--- src/iom_pkg.sv ---
// Constants and types for the I/O port function multiplexer
package iom_pkg;
    localparam int IOM_NPINS = 21;
    localparam int IOM_P1_BASE = 8;
    localparam int IOM_P2_BASE = 16;

    localparam logic [7:0] IOM_ADDR_PORT0_DATA = 8'h80;
    localparam logic [7:0] IOM_ADDR_PORT1_DATA = 8'h90;
    localparam logic [7:0] IOM_ADDR_PORT2_DATA = 8'hA0;
    localparam logic [7:0] IOM_ADDR_PERIPH_LOC = 8'hF1;
    localparam logic [7:0] IOM_ADDR_ANALOG_EN = 8'hF2;
    localparam logic [7:0] IOM_ADDR_PORT0_FSEL = 8'hF3;
    localparam logic [7:0] IOM_ADDR_PORT1_FSEL = 8'hF4;
    localparam logic [7:0] IOM_ADDR_PORT2_FSEL = 8'hF5;
    localparam logic [7:0] IOM_ADDR_PORT0_DIR = 8'hFD;

    localparam logic [7:0] IOM_RST_PORT01_DATA = 8'hFF;
    localparam logic [7:0] IOM_RST_PORT2_DATA = 8'h1F;
    localparam logic [7:0] IOM_RST_ZERO = 8'h00;

    localparam logic [7:0] IOM_MASK_PORT2_DATA = 8'h1F;
    localparam logic [7:0] IOM_MASK_PERIPH_LOC = 8'h73;
    localparam logic [7:0] IOM_MASK_PORT2_FSEL = 8'h7F;

    // Location bits of the peripheral location select register
    localparam int IOM_LOC_TIMER_A = 6;
    localparam int IOM_LOC_TIMER_C = 5;
    localparam int IOM_LOC_TIMER_D = 4;
    localparam int IOM_LOC_SERIAL_B = 1;
    localparam int IOM_LOC_SERIAL_A = 0;

    // Priority and function bits of the port 2 select register
    localparam int IOM_PRI_SERIAL = 6;
    localparam int IOM_PRI_SERB_TIMC = 5;
    localparam int IOM_PRI_TIMA_TIMD = 4;
    localparam int IOM_PRI_SERA_TIMA = 3;
    localparam int IOM_SEL_P2_PIN4 = 2;
    localparam int IOM_SEL_P2_PIN3 = 1;
    localparam int IOM_SEL_P2_PIN0 = 0;

    // Crystal pins and radio test pins
    localparam int IOM_XTAL_PIN_LO = 3;
    localparam int IOM_XTAL_PIN_HI = 4;
    localparam int IOM_RADIO_PIN_BUF = 4;
    localparam int IOM_RADIO_PIN_THR = 5;
    localparam int IOM_RADIO_PIN_SFD = 6;
    localparam int IOM_RADIO_PIN_CCA = 7;

    typedef enum logic [2:0] {
        IOM_OWN_GPIO = 3'h0,
        IOM_OWN_SER_A = 3'h1,
        IOM_OWN_SER_B = 3'h3,
        IOM_OWN_TIM_A = 3'h2,
        IOM_OWN_TIM_C = 3'h6,
        IOM_OWN_TIM_D = 3'h7
    } iom_owner_e;
endpackage

--- src/iom_pin_cell.sv ---
// One pad cell: input synchroniser and registered output controls
`timescale 1ns/1ns
module iom_pin_cell (
    input wire logic clk,
    input wire logic rst_b,
    input wire logic pad_in,
    input wire logic out_d,
    input wire logic oe_d,
    input wire logic ana_d,
    output logic pad_out,
    output logic pad_oe,
    output logic pad_ana,
    output logic pad_sync
);
    logic meta_q;
    logic sync_q;
    logic out_q;
    logic oe_q;
    logic ana_q;

    always_ff @(posedge clk or negedge rst_b) begin
        if (!rst_b) begin
            meta_q <= 1'b0;
            sync_q <= 1'b0;
            out_q <= 1'b0;
            oe_q <= 1'b0;
            ana_q <= 1'b0;
        end else begin
            meta_q <= pad_in;
            sync_q <= meta_q;
            out_q <= out_d;
            oe_q <= oe_d;
            ana_q <= ana_d;
        end
    end

    assign pad_out = out_q;
    assign pad_oe = oe_q;
    assign pad_ana = ana_q;
    assign pad_sync = sync_q;
endmodule

--- src/iom_mux.sv ---
// I/O port registers and pin function multiplexer
// Function
// - Four radio status signals can be driven onto port 1 pins 4 to 7.
// - Radio test pins: 4 buffer, 5 threshold, 6 frame delimiter, 7 clear channel.
// - Radio test mode overrides all other settings and forces those pins to output.
// - Port 0 and 1 data are 8 bit, bit-addressable, reset to all ones.
// - Port 2 data holds bits 4..0, reset ones, bits 7..5 read zero.
// - Location bits pick alternative 1 at 0, alternative 2 at 1, per peripheral.
// - Analog enable bit n makes port 0 pin n analog; reset zero.
// - Function select bit 0 gives general I/O, 1 gives peripheral; reset zero.
// - Port 2 select bit 6 picks which serial unit wins port 1 conflicts.
// - Port 2 select bit 5 picks serial B or timer C on port 1.
// - Port 2 select bit 4 picks timer A or timer D on port 1.
// - Port 2 select bit 3 picks serial A or timer A on port 1.
// - Port 0 direction bit: 0 input, 1 output; reset zero.
// - While crystal select is low, its two port 2 pins are analog.
// - The slow crystal uses port 2 pins 3 and 4.
// - Analog enable wins over port 0 function select.
`timescale 1ns/1ns
module iom_mux
    import iom_pkg::*;
(
    input wire logic clk,
    input wire logic rst_b,
    input wire logic [7:0] sfr_addr,
    input wire logic sfr_wr,
    input wire logic sfr_bit_wr,
    input wire logic [2:0] sfr_bit_idx,
    input wire logic sfr_bit_val,
    input wire logic [7:0] sfr_wdata,
    input wire logic sfr_rd,
    output logic [7:0] sfr_rdata,
    input wire logic [7:0] port1_gpio_dir,
    input wire logic [4:0] port2_gpio_dir,
    input wire logic slow_crystal_select,
    input wire logic radio_test_out_en,
    input wire logic frame_delimiter_status,
    input wire logic rx_buffer_status,
    input wire logic rx_threshold_status,
    input wire logic channel_clear_status,
    input wire logic [3:0] ser_a_out,
    input wire logic [3:0] ser_a_oe,
    input wire logic [3:0] ser_b_out,
    input wire logic [3:0] ser_b_oe,
    input wire logic [2:0] tim_a_out,
    input wire logic [2:0] tim_a_oe,
    input wire logic [1:0] tim_c_out,
    input wire logic [1:0] tim_c_oe,
    input wire logic [1:0] tim_d_out,
    input wire logic [1:0] tim_d_oe,
    input wire logic [20:0] pin_in,
    output logic [20:0] pin_out,
    output logic [20:0] pin_oe,
    output logic [20:0] pin_analog,
    output logic [20:0] pin_sync
);
    logic [7:0] port0_data_q, port0_data_d;
    logic [7:0] port1_data_q, port1_data_d;
    logic [7:0] port2_data_q, port2_data_d;
    logic [7:0] periph_loc_q, periph_loc_d;
    logic [7:0] analog_en_q, analog_en_d;
    logic [7:0] port0_fsel_q, port0_fsel_d;
    logic [7:0] port1_fsel_q, port1_fsel_d;
    logic [7:0] port2_fsel_q, port2_fsel_d;
    logic [7:0] port0_dir_q, port0_dir_d;
    logic [7:0] rdata_q, rdata_d;
    logic [20:0] out_d, oe_d, ana_d;

    // Byte write, or single-bit write for the bit-addressable port latches
    function automatic logic [7:0] upd(input logic [7:0] cur, input logic [7:0] adr);
        logic [7:0] v;
        v = cur;
        if (sfr_wr && sfr_addr == adr) begin
            v = sfr_wdata;
        end else if (sfr_bit_wr && sfr_addr == adr) begin
            v[sfr_bit_idx] = sfr_bit_val;
        end
        return v;
    endfunction

    function automatic logic [7:0] wr_byte(input logic [7:0] cur, input logic [7:0] adr, input logic [7:0] msk);
        return (sfr_wr && sfr_addr == adr) ? (sfr_wdata & msk) : cur;
    endfunction

    always_comb begin
        port0_data_d = upd(port0_data_q, IOM_ADDR_PORT0_DATA);
        port1_data_d = upd(port1_data_q, IOM_ADDR_PORT1_DATA);
        port2_data_d = upd(port2_data_q, IOM_ADDR_PORT2_DATA) & IOM_MASK_PORT2_DATA;
        periph_loc_d = wr_byte(periph_loc_q, IOM_ADDR_PERIPH_LOC, IOM_MASK_PERIPH_LOC);
        analog_en_d = wr_byte(analog_en_q, IOM_ADDR_ANALOG_EN, 8'hFF);
        port0_fsel_d = wr_byte(port0_fsel_q, IOM_ADDR_PORT0_FSEL, 8'hFF);
        port1_fsel_d = wr_byte(port1_fsel_q, IOM_ADDR_PORT1_FSEL, 8'hFF);
        port2_fsel_d = wr_byte(port2_fsel_q, IOM_ADDR_PORT2_FSEL, IOM_MASK_PORT2_FSEL);
        port0_dir_d = wr_byte(port0_dir_q, IOM_ADDR_PORT0_DIR, 8'hFF);
        rdata_d = rdata_q;
        if (sfr_rd) begin
            case (sfr_addr)
                IOM_ADDR_PORT0_DATA: rdata_d = port0_data_q;
                IOM_ADDR_PORT1_DATA: rdata_d = port1_data_q;
                IOM_ADDR_PORT2_DATA: rdata_d = port2_data_q;
                IOM_ADDR_PERIPH_LOC: rdata_d = periph_loc_q;
                IOM_ADDR_ANALOG_EN: rdata_d = analog_en_q;
                IOM_ADDR_PORT0_FSEL: rdata_d = port0_fsel_q;
                IOM_ADDR_PORT1_FSEL: rdata_d = port1_fsel_q;
                IOM_ADDR_PORT2_FSEL: rdata_d = port2_fsel_q;
                IOM_ADDR_PORT0_DIR: rdata_d = port0_dir_q;
                default: rdata_d = IOM_RST_ZERO;
            endcase
        end
    end

    always_ff @(posedge clk or negedge rst_b) begin
        if (!rst_b) begin
            port0_data_q <= IOM_RST_PORT01_DATA;
            port1_data_q <= IOM_RST_PORT01_DATA;
            port2_data_q <= IOM_RST_PORT2_DATA;
            periph_loc_q <= IOM_RST_ZERO;
            analog_en_q <= IOM_RST_ZERO;
            port0_fsel_q <= IOM_RST_ZERO;
            port1_fsel_q <= IOM_RST_ZERO;
            port2_fsel_q <= IOM_RST_ZERO;
            port0_dir_q <= IOM_RST_ZERO;
            rdata_q <= IOM_RST_ZERO;
        end else begin
            port0_data_q <= port0_data_d;
            port1_data_q <= port1_data_d;
            port2_data_q <= port2_data_d;
            periph_loc_q <= periph_loc_d;
            analog_en_q <= analog_en_d;
            port0_fsel_q <= port0_fsel_d;
            port1_fsel_q <= port1_fsel_d;
            port2_fsel_q <= port2_fsel_d;
            port0_dir_q <= port0_dir_d;
            rdata_q <= rdata_d;
        end
    end

    assign sfr_rdata = rdata_q;

    // Pairwise conflict resolution among the peripherals that claim a pin
    function automatic iom_owner_e resolve(input logic ca, input logic cb, input logic ta, input logic tc,
                                           input logic td, input logic [7:0] pri);
        iom_owner_e w;
        w = IOM_OWN_GPIO;
        if (ca && !(cb && pri[IOM_PRI_SERIAL]) && !(ta && pri[IOM_PRI_SERA_TIMA])) begin
            w = IOM_OWN_SER_A;
        end else if (cb && !(tc && pri[IOM_PRI_SERB_TIMC])) begin
            w = IOM_OWN_SER_B;
        end else if (ta && !(td && pri[IOM_PRI_TIMA_TIMD])) begin
            w = IOM_OWN_TIM_A;
        end else if (tc) begin
            w = IOM_OWN_TIM_C;
        end else if (td) begin
            w = IOM_OWN_TIM_D;
        end
        return w;
    endfunction

    function automatic logic [1:0] drive(input iom_owner_e w, input int k);
        logic [1:0] r;
        r = 2'b00;
        case (w)
            IOM_OWN_SER_A: r = {ser_a_oe[k[1:0]], ser_a_out[k[1:0]]};
            IOM_OWN_SER_B: r = {ser_b_oe[k[1:0]], ser_b_out[k[1:0]]};
            IOM_OWN_TIM_A: r = (k < 3) ? {tim_a_oe[k[1:0]], tim_a_out[k[1:0]]} : 2'b00;
            IOM_OWN_TIM_C: r = {tim_c_oe[k[0]], tim_c_out[k[0]]};
            IOM_OWN_TIM_D: r = {tim_d_oe[k[0]], tim_d_out[k[0]]};
            default: r = 2'b00;
        endcase
        return r;
    endfunction

    always_comb begin
        iom_owner_e w;
        logic [1:0] dv;
        logic [2:0] kk;
        logic ca, cb, ta, tc, td;
        w = IOM_OWN_GPIO;
        dv = 2'b00;
        kk = 3'h0;
        ca = 1'b0;
        cb = 1'b0;
        ta = 1'b0;
        tc = 1'b0;
        td = 1'b0;
        out_d = '0;
        oe_d = '0;
        ana_d = '0;
        // Port 0: fixed order serial A, serial B, timer A
        for (int p = 0; p < 8; p++) begin
            ca = (p >= 2 && p <= 5) && !periph_loc_q[IOM_LOC_SERIAL_A];
            cb = (p >= 2 && p <= 5) && !periph_loc_q[IOM_LOC_SERIAL_B];
            ta = (p >= 2 && p <= 4) && !periph_loc_q[IOM_LOC_TIMER_A];
            w = resolve(ca, cb, ta, 1'b0, 1'b0, IOM_RST_ZERO);
            dv = drive(w, p - 2);
            if (analog_en_q[p]) begin
                ana_d[p] = 1'b1;
            end else if (port0_fsel_q[p]) begin
                out_d[p] = dv[0];
                oe_d[p] = dv[1];
            end else begin
                out_d[p] = port0_data_q[p];
                oe_d[p] = port0_dir_q[p];
            end
        end
        // Port 1: second locations of the serial units and timer A, both timer C locations, first location of timer D
        for (int p = 0; p < 8; p++) begin
            ca = (p >= 2 && p <= 5) && periph_loc_q[IOM_LOC_SERIAL_A];
            cb = (p >= 4) && periph_loc_q[IOM_LOC_SERIAL_B];
            ta = (p <= 2) && periph_loc_q[IOM_LOC_TIMER_A];
            tc = periph_loc_q[IOM_LOC_TIMER_C] ? (p >= 6) : (p == 3 || p == 4);
            td = (p <= 1) && !periph_loc_q[IOM_LOC_TIMER_D];
            w = resolve(ca, cb, ta, tc, td, port2_fsel_q);
            kk = 3'((w == IOM_OWN_SER_A) ? p - 2 : (w == IOM_OWN_SER_B) ? p - 4 : (w == IOM_OWN_TIM_A) ? 2 - p :
                    (w == IOM_OWN_TIM_C) ? p - (periph_loc_q[IOM_LOC_TIMER_C] ? 6 : 3) : p);
            dv = drive(w, int'(kk));
            if (radio_test_out_en && p >= IOM_RADIO_PIN_BUF) begin
                oe_d[IOM_P1_BASE + p] = 1'b1;
            end else if (port1_fsel_q[p]) begin
                out_d[IOM_P1_BASE + p] = dv[0];
                oe_d[IOM_P1_BASE + p] = dv[1];
            end else begin
                out_d[IOM_P1_BASE + p] = port1_data_q[p];
                oe_d[IOM_P1_BASE + p] = port1_gpio_dir[p];
            end
        end
        if (radio_test_out_en) begin
            out_d[IOM_P1_BASE + IOM_RADIO_PIN_BUF] = rx_buffer_status;
            out_d[IOM_P1_BASE + IOM_RADIO_PIN_THR] = rx_threshold_status;
            out_d[IOM_P1_BASE + IOM_RADIO_PIN_SFD] = frame_delimiter_status;
            out_d[IOM_P1_BASE + IOM_RADIO_PIN_CCA] = channel_clear_status;
        end
        // Port 2: timer D second location on pins 0 and 3
        for (int p = 0; p < 5; p++) begin
            out_d[IOM_P2_BASE + p] = port2_data_q[p];
            oe_d[IOM_P2_BASE + p] = port2_gpio_dir[p];
        end
        if (port2_fsel_q[IOM_SEL_P2_PIN0]) begin
            out_d[IOM_P2_BASE] = tim_d_out[0];
            oe_d[IOM_P2_BASE] = tim_d_oe[0] && periph_loc_q[IOM_LOC_TIMER_D];
        end
        if (port2_fsel_q[IOM_SEL_P2_PIN3]) begin
            out_d[IOM_P2_BASE + 3] = tim_d_out[1];
            oe_d[IOM_P2_BASE + 3] = tim_d_oe[1] && periph_loc_q[IOM_LOC_TIMER_D];
        end
        if (port2_fsel_q[IOM_SEL_P2_PIN4]) begin
            out_d[IOM_P2_BASE + 4] = 1'b0;
            oe_d[IOM_P2_BASE + 4] = 1'b0;
        end
        if (!slow_crystal_select) begin
            ana_d[IOM_P2_BASE + IOM_XTAL_PIN_LO] = 1'b1;
            ana_d[IOM_P2_BASE + IOM_XTAL_PIN_HI] = 1'b1;
            oe_d[IOM_P2_BASE + IOM_XTAL_PIN_LO] = 1'b0;
            oe_d[IOM_P2_BASE + IOM_XTAL_PIN_HI] = 1'b0;
            out_d[IOM_P2_BASE + IOM_XTAL_PIN_LO] = 1'b0;
            out_d[IOM_P2_BASE + IOM_XTAL_PIN_HI] = 1'b0;
        end
    end

    for (genvar g = 0; g < IOM_NPINS; g++) begin : g_pin
        iom_pin_cell u_cell (
            .clk(clk),
            .rst_b(rst_b),
            .pad_in(pin_in[g]),
            .out_d(out_d[g]),
            .oe_d(oe_d[g]),
            .ana_d(ana_d[g]),
            .pad_out(pin_out[g]),
            .pad_oe(pin_oe[g]),
            .pad_ana(pin_analog[g]),
            .pad_sync(pin_sync[g])
        );
    end

    property p_radio_force;
        @(posedge clk) disable iff (!rst_b)
        radio_test_out_en |=> (pin_oe[15:12] == 4'hF);
    endproperty
    a_radio_force: assert property (p_radio_force) else $error("radio test pins not forced out");

    property p_radio_map;
        @(posedge clk) disable iff (!rst_b)
        radio_test_out_en |=> (pin_out[12] == $past(rx_buffer_status)) && (pin_out[14] == $past(frame_delimiter_status))
            && (pin_out[15] == $past(channel_clear_status)) && (pin_out[13] == $past(rx_threshold_status));
    endproperty
    a_radio_map: assert property (p_radio_map) else $error("radio status on wrong pin");

    property p_port2_unused;
        @(posedge clk) disable iff (!rst_b)
        (sfr_rd && sfr_addr == IOM_ADDR_PORT2_DATA) |=> (sfr_rdata[7:5] == 3'h0);
    endproperty
    a_port2_unused: assert property (p_port2_unused) else $error("port 2 unused bits not zero");

    property p_bit_write;
        @(posedge clk) disable iff (!rst_b)
        (sfr_bit_wr && !sfr_wr && sfr_addr == IOM_ADDR_PORT0_DATA) ##1 (!sfr_wr && !sfr_bit_wr)
            ##1 (sfr_rd && sfr_addr == IOM_ADDR_PORT0_DATA)
            |=> (sfr_rdata[$past(sfr_bit_idx, 3)] == $past(sfr_bit_val, 3));
    endproperty
    a_bit_write: assert property (p_bit_write) else $error("bit write lost");

    property p_analog_wins;
        @(posedge clk) disable iff (!rst_b)
        analog_en_q[2] |=> pin_analog[2] && !pin_oe[2];
    endproperty
    a_analog_wins: assert property (p_analog_wins) else $error("analog pin not analog");

    property p_dir_out;
        @(posedge clk) disable iff (!rst_b)
        (!analog_en_q[1] && !port0_fsel_q[1] && port0_dir_q[1]) |=> pin_oe[1] && pin_out[1] == $past(port0_data_q[1]);
    endproperty
    a_dir_out: assert property (p_dir_out) else $error("port 0 output not driven");

    property p_xtal;
        @(posedge clk) disable iff (!rst_b)
        !slow_crystal_select |=> pin_analog[19] && pin_analog[20] && !pin_oe[19] && !pin_oe[20];
    endproperty
    a_xtal: assert property (p_xtal) else $error("crystal pins not analog");

    property p_sera_tima;
        @(posedge clk) disable iff (!rst_b)
        (port1_fsel_q[2] && periph_loc_q[IOM_LOC_SERIAL_A] && periph_loc_q[IOM_LOC_TIMER_A])
            |=> pin_out[10] == $past(port2_fsel_q[IOM_PRI_SERA_TIMA] ? tim_a_out[0] : ser_a_out[0]);
    endproperty
    a_sera_tima: assert property (p_sera_tima) else $error("serial A versus timer A priority wrong");

    property p_serial_pri;
        @(posedge clk) disable iff (!rst_b)
        (!radio_test_out_en && port1_fsel_q[5] && periph_loc_q[IOM_LOC_SERIAL_A] && periph_loc_q[IOM_LOC_SERIAL_B])
            |=> pin_out[13] == $past(port2_fsel_q[IOM_PRI_SERIAL] ? ser_b_out[1] : ser_a_out[3]);
    endproperty
    a_serial_pri: assert property (p_serial_pri) else $error("serial priority wrong");

    property p_tima_timd;
        @(posedge clk) disable iff (!rst_b)
        (port1_fsel_q[0] && periph_loc_q[IOM_LOC_TIMER_A] && !periph_loc_q[IOM_LOC_TIMER_D])
            |=> pin_out[8] == $past(port2_fsel_q[IOM_PRI_TIMA_TIMD] ? tim_d_out[0] : tim_a_out[2]);
    endproperty
    a_tima_timd: assert property (p_tima_timd) else $error("timer A versus timer D priority wrong");
endmodule

--- config.mk ---
export PLATFORM = sky130hd
export DESIGN_NAME = iom_mux
export DESIGN_NICKNAME = d
export VERILOG_FILES = /design/src/iom_pkg.sv /design/src/iom_pin_cell.sv /design/src/iom_mux.sv
export SDC_FILE = /design/constraint.sdc
export NUM_CORES = 1
export LEC_CHECK = 0
export ABC_AREA = 1
export BUFFER_PORTS_ARGS = -buffer_cell sky130_fd_sc_hd__clkbuf_2
export CAP_MARGIN = 20
export CORE_AREA = 2 2 142 144
export CTS_BUF_LIST = sky130_fd_sc_hd__clkbuf_16
export DETAILED_ROUTE_END_ITERATION = 8
export DIE_AREA = 0 0 144 146
export PLACE_DENSITY = 0.6
export SLEW_MARGIN = 5
export SYNTH_ARGS = -nofsm -noshare
export SYNTH_HDL_FRONTEND = slang
export SYNTH_HIERARCHICAL = 1
export SYNTH_SLANG_ARGS = --single-unit
--- constraint.sdc ---
create_clock -name clk -period 1.5 [get_ports clk]
set_clock_uncertainty 0.1 [all_clocks]
set_input_delay 0.3 -clock clk [delete_from_list [all_inputs] [get_ports clk]]
set_output_delay 0.3 -clock clk [all_outputs]
set_load 0.03 [all_outputs]
======== Yosys cells after proc, flatten, opt, wreduce, memory -nomap -nowiden ========
Cells that the tools add are included.
storage, ports and cells
  input port bits ......................... 95
  bits in registers ....................... 167
  output and inout port bits .............. 92
operators by class
  equality and inequality tests ........... 48
  reduce and logical (&&, ||, !) cells .... 34
  muxes and demuxes ....................... 314
  magnitude comparators ................... 26
  add/sub/neg operators ................... 8
operator list
  operator                                             number
  2-to-1 mux 1 bit                                     181
  2-to-1 mux 3 bit                                     42
  one-hot mux 2 bit (5 select lines)                   11
  binary-select mux 1 bit (select 2 bit)               48
  == test 8 bit (second input constant)                9
  one-hot mux 8 bit (9 select lines)                   1
  == test 3 bit (second input constant)                16
  == test 3 x 2 -> 1 bit (second input constant)       15
  2-to-1 mux 2 bit                                     19
  2-to-1 mux 8 bit                                     4
  logical AND 1 bit                                    25
  bitwise mux 8 bit                                    3
  == test 3 x 1 -> 1 bit (second input constant)       8
  < comparator 2 x 3 -> 1 bit (second input constant)  8
  < comparator 3 x 2 -> 1 bit (second input constant)  8
  < comparator 1 x 2 -> 1 bit (second input constant)  8
  subtractor 3 bit (first input constant)              4
  2-to-1 mux 5 bit                                     2
  one-hot mux 2 bit (4 select lines)                   1
  logical NOT 1 bit                                    6
  nonzero test 2 bit                                   3
  subtractor 1 x 3 -> 3 bit (first input constant)     2
  subtractor 2 x 3 -> 3 bit (first input constant)     2
  < comparator 3 x 4 -> 1 bit (second input constant)  1
  3 further kinds                                      3

======== Depth between registers and ports, before layout ========
  depth after elaboration ................. 17
  depth in mapped cells ................... 11
  mapped depth without buffers ............ 10

======== By module ========
The synthesis kept the hierarchy.
by module, submodules not included
  module        sequential area each (um^2)  times used  cells each  area each (um^2)
  iom_mux       1853.0                       1           741         5019.8
  iom_pin_cell  125.1                        21          5           125.1

======== Least setup slack after synthesis ========
Ideal clock, no wire load.
  kind .................................... input to register
  start point ............................. input port sfr_addr[3]
  end point ............................... register analog_en_q[6]
  library setup time ...................... 0.129 ns
  buffers on the path ..................... 1
  data required time ...................... 1.271 ns
  setup slack ............................. 0.122 ns
  cell stages on the path ................. 7
  data arrival time ....................... 1.149 ns
  cell sequence ........................... inv_1 > nand2_1 > nor2_2 > nand3_2 > buf_6 > nand2_1 > o21ai_0
on the way
  word-level cells in the longest chain between the ends .. 2
ends and longest elaborated chain
  item                  RTL line        text
  start, declared       iom_mux.sv:25   input wire logic [7:0] sfr_addr,
  == test 8 bit         iom_mux.sv:82   return (sfr_wr && sfr_addr == adr) ? (sfr_wdata & msk) : cur;
  logical AND 1 bit     iom_mux.sv:82
  end signal, assigned  iom_mux.sv:129  analog_en_q <= analog_en_d;
  end, declared         iom_mux.sv:61   logic [7:0] analog_en_q, analog_en_d;
Every way passes these cells.
A chain may end at the register's enable or synchronous reset.

======== Worst setup path after layout ========
  start point ............................. register rdata_q[0] (netlist: sfr_rdata[0])
  end point ............................... output port sfr_rdata[0]
RTL lines
  item                    RTL line        text
  start, declared         iom_mux.sv:66   logic [7:0] rdata_q, rdata_d;
  start signal, assigned  iom_mux.sv:134  rdata_q <= rdata_d;
  end, declared           iom_mux.sv:32   output logic [7:0] sfr_rdata,
No word-level cell between the ends.

==> summary.md <==
| Metric | Value |
|---|---|
| Number of antenna violations at the first check in global routing | 0 |
| Count of inserted antenna diode cells | 0 |
| Max cap viols | 0 |
| HPWL after detailed placement | between 15000 and 20000 um |
| Die outline area | 21020 um2 |
| Via count | between 6k and 7k |
| Core ar. | roughly 19000 um2 |
| Design area | approximately 10000 um2 |
| Worst Reg2Reg Path Length in Cells | 7 |
| Number of stages on the worst setup path | 1 |
| Maximum number of pins on one net before global-route repair | 79 |
| Via/cell ratio | between 4 and 5 |
| Hold/Removal Path Class | in -> reg |
| Standard-cell rows | 51 |
| Data required time at the worst endpoint | about 1.1 ns |
| Reported leakage power | between 5 and 6 nW |
| EDFF count, synth | 0 |
| Final critical-path share of the clock period | 0.9819 |
| Category of the most critical setup path | reg -> out |
| Final setup vio count | 0 |
| Placed insts | about 1.3k |
| Maximum clock frequency | around 680 MHz |
| CP Launch Type | register |
| Remaining design rule violation count | 0 |
| Cell type with the largest total area after synthesis | sky130_fd_sc_hd__dfrtp_1 |
| Terminus of the critical flop-to-flop path | g_pin[12].u_cell/pad_out$_DFF_PN0_ |
| Syn-to-layout area delta | 35.44% |
| Combined buffer and inverter count along the critical path | 1 |
| Slew Limit Fails | 0 |
| Final Routed Wirelength | approximately 23000 um |
| Fraction of layout cells with a size suffix above 1 | 0.2951 |
| Arrival time worst endpoint | 1.07 ns |
| Worst hold path endpoint | g_pin[19].u_cell/pad_oe$_DFF_PN0_ |
| CP peak stage delay | around 0.41 ns |
| Number of global-route vias before repair | between 6k and 7k |
| Clock transition at the registers of the reported paths | roughly 0.07 ns |
| Warnings from Yosys | 6 |
| Hold Slack | between 0.007 and 0.008 ns |
| Max Buffers Root-to-Sink | 2 |
| Most instantiated flip-flop cell in the synthesis netlist | sky130_fd_sc_hd__dfrtp_1 |
| Global-route wire length before repair | between 30000 and 40000 um |
| Hold path depth | 3 |
| TritonCTS clock tree | done |
| Overall die height | ~150 um |
| Post-synthesis instance area | about 7600 um2 |
| Total Routing Usage GR | 0.2265 |
| Final critical path time including I/O delays and setup | roughly 1.5 ns |
| Gr ovfl total | 0 |
| Placed instance area | a little over 9000 um2 |
| Portion of synthesized cell area occupied by the leading cell type | 0.5137 |
| Proportion of synthesized chip area in sequential cells | 0.5859 |
| First-iteration detailed-routing DRC count | just under 400 |
| Outcome | complete, no violations |
| Root buffer cell | sky130_fd_sc_hd__clkbuf_16 |
| Pwr per Cell Area | 1034 nW/um2 |
| Detail-routed net length per standard cell | 16.44 um |
| Die width | 144 um |
| Nets | 1234 |
| CTS H-Tree Depth | 4 |
| Cell with the most instances after synthesis | sky130_fd_sc_hd__nand2_1 |
| IR drop worst, VDD | approximately 610 uV |
| Pre-Repair DR Iteration Count | 7 |
| Avg Synthesized Cell Area | around 9.0 um2 |
| Most frequent cells after synthesis | sky130_fd_sc_hd__nand2_1, sky130_fd_sc_hd__dfrtp_1, sky130_fd_sc_hd__nand3_1 |
| CP max stage cell | sky130_fd_sc_hd__dfrtp_1 |
| Post-layout instance count excluding filler cells | ~1.4k |
| Number of top-level pins | about 190 |
| Critical-path cell list | clkbuf_4 |
| Share of synthesized flip-flops with an asynchronous set or reset | 1.000 |
| Count of endpoints failing hold in the final timing report | 0 |
| Post-synthesis sequential element count | between 150 and 200 |
| Synth unique cells | 32 |
| Sum Neg Setup Slack | 0 ns |
| Worst Setup End Kind | output pin |
| Routability Congestion | 0.9173 |
| Count of antenna-violating nets left after detailed routing | 0 |
| Number of clock sinks | approximately 180 |
| Cell types occupying the most area after synthesis | sky130_fd_sc_hd__dfrtp_1, sky130_fd_sc_hd__nand2_1, sky130_fd_sc_hd__dfstp_2 |
| Source of the worst register-to-register timing path | periph_loc_q[1]$_DFFE_PN0P_ |
| Critical path's top delay family | flip-flops |
| Setup slack on the worst flop-to-flop path | 0.10 ns |
| Inserted Clock Buffers | 17 |
| Critical Path Fanout Max | 2 |
| Hold wc startpoint | tim_d_oe[1] |
| Initial core utilization | 0.3955 |
| Synthesized netlist cell count | 846 |
| Clock insertion delay at the later pin of the skew report | ~0.44 ns |
| Buffers on Ports | around 190 |
-- sequential cells by signal (all words and copies together), names as in the netlist, 7 cells and up --
| name | cells |
|---|---|
| analog_en_q | 8 |
| g_pin.u_cell/meta_q | 21 |
| g_pin.u_cell/pad_ana | 21 |
| g_pin.u_cell/pad_oe | 21 |
| g_pin.u_cell/pad_out | 21 |
| g_pin.u_cell/pad_sync | 21 |
| port0_data_q | 8 |
| port0_dir_q | 8 |
| port0_fsel_q | 8 |
| port1_data_q | 8 |
| port1_fsel_q | 8 |
| port2_fsel_q | 7 |
| sfr_rdata | 8 |
-- how the worst max path moves through the flow --
stage,start,end
CTS,sfr_rdata[0]$_DFFE_PN0P_,sfr_rdata[0]
global placement,sfr_addr[0],port0_data_q[7]$_DFFE_PN1P_
finish,sfr_rdata[0]$_DFFE_PN0P_,sfr_rdata[0]
detailed placement,sfr_addr[0],port0_data_q[7]$_DFFE_PN1P_
global route,periph_loc_q[1]$_DFFE_PN0P_,g_pin[12].u_cell/pad_out$_DFF_PN0_
floorplan,sfr_addr[3],analog_en_q[6]$_DFFE_PN0P_
-- cell usage in the layout, fill, tap and decap left out, types with 6 or more instances in the layout --
| cell type | netlist | final |
|---|---|---|
| sky130_fd_sc_hd__mux2_2 | 7 | 7 |
| sky130_fd_sc_hd__nand3_1 | 88 | 88 |
| sky130_fd_sc_hd__nor3b_1 | 8 | 8 |
| sky130_fd_sc_hd__dlygate4sd3_1 | 0 | 37 |
| sky130_fd_sc_hd__nor2_1 | 50 | 50 |
| sky130_fd_sc_hd__dfrtp_1 | 157 | 153 |
| sky130_fd_sc_hd__a21oi_1 | 24 | 22 |
| sky130_fd_sc_hd__clkbuf_2 | 0 | 183 |
| sky130_fd_sc_hd__inv_1 | 80 | 80 |
| sky130_fd_sc_hd__clkbuf_16 | 0 | 17 |
| sky130_fd_sc_hd__o21ai_1 | 14 | 13 |
| sky130_fd_sc_hd__conb_1 | 1 | 11 |
| sky130_fd_sc_hd__nand2_1 | 241 | 240 |
| sky130_fd_sc_hd__nand4_1 | 6 | 6 |
| sky130_fd_sc_hd__buf_12 | 0 | 8 |
| sky130_fd_sc_hd__o21ai_0 | 82 | 82 |
| sky130_fd_sc_hd__dfstp_2 | 21 | 21 |
| sky130_fd_sc_hd__buf_4 | 0 | 55 |
| sky130_fd_sc_hd__o211ai_1 | 7 | 7 |
-- report_power, final --
group / leakage, nW / internal [W] / switching (W)
Clock: 0.272 / 0.00220 / 0.00211
Combinational: 2.81 / 0.000439 / 0.000797
Sequential: 2.21 / 0.00502 / 0.000139
-- repair_timing --
action / 4_1_cts / 5_1_grt
resized for setup: 3 / 10
endpoints found under the hold margin: 193 / 1
hold buffers: 36 / 1
buffers inserted: 0 / 2
setup endpoints to repair: 2 / 7
gates cloned: 0 / 0
-- metal layers --
| layer | routed length, um | GRT usage |
|---|---|---|
| met5 | 0 | 0 |
| met4 | 716 | 0.08431 |
| met3 | 1718 | 0.05857 |
| met2 | 10470 | 0.3531 |
| met1 | 10390 | 0.3036 |
-- area by class of cell --
type,count,area [um2]
Sequential cell,178,4486
Clock buffer,17,425.4
Fill cell,1788,8977
Inverter,83,314.1
Tap cell,265,331.6
Multi-Input combinational cell,573,2759
Timing Repair Buffer,286,1892
Clock inverter,15,150.1
-- cell families (layout without fill, tap and decap cells) --
kind of cell	after synthesis	in the layout	share of synthesized area
compound gates	138	138	0.09571
buf+inv	105	401	0.06103
flops	178	178	0.5859
mux	7	7	0.01031
other cells	1	11	0.0004904
simple gates	417	417	0.2466
-- stage by stage --
| stage | util | worst slack [ns] | power [W] |
|---|---|---|---|
| detailed placement | 0.4840 | -0.1835 | 0.006401 |
| CTS | 0.5331 | 0.003988 | 0.01077 |
| global placement | 0.4840 | -0.1242 | 0.006395 |
| global route | 0.5357 | -0.002501 | 0.01115 |
| floorplan | - | 0.1219 | 0.005796 |
| finish | 0.5357 | 0.02719 | 0.01071 |
Note: power is estimated with default switching activity, not from simulation.
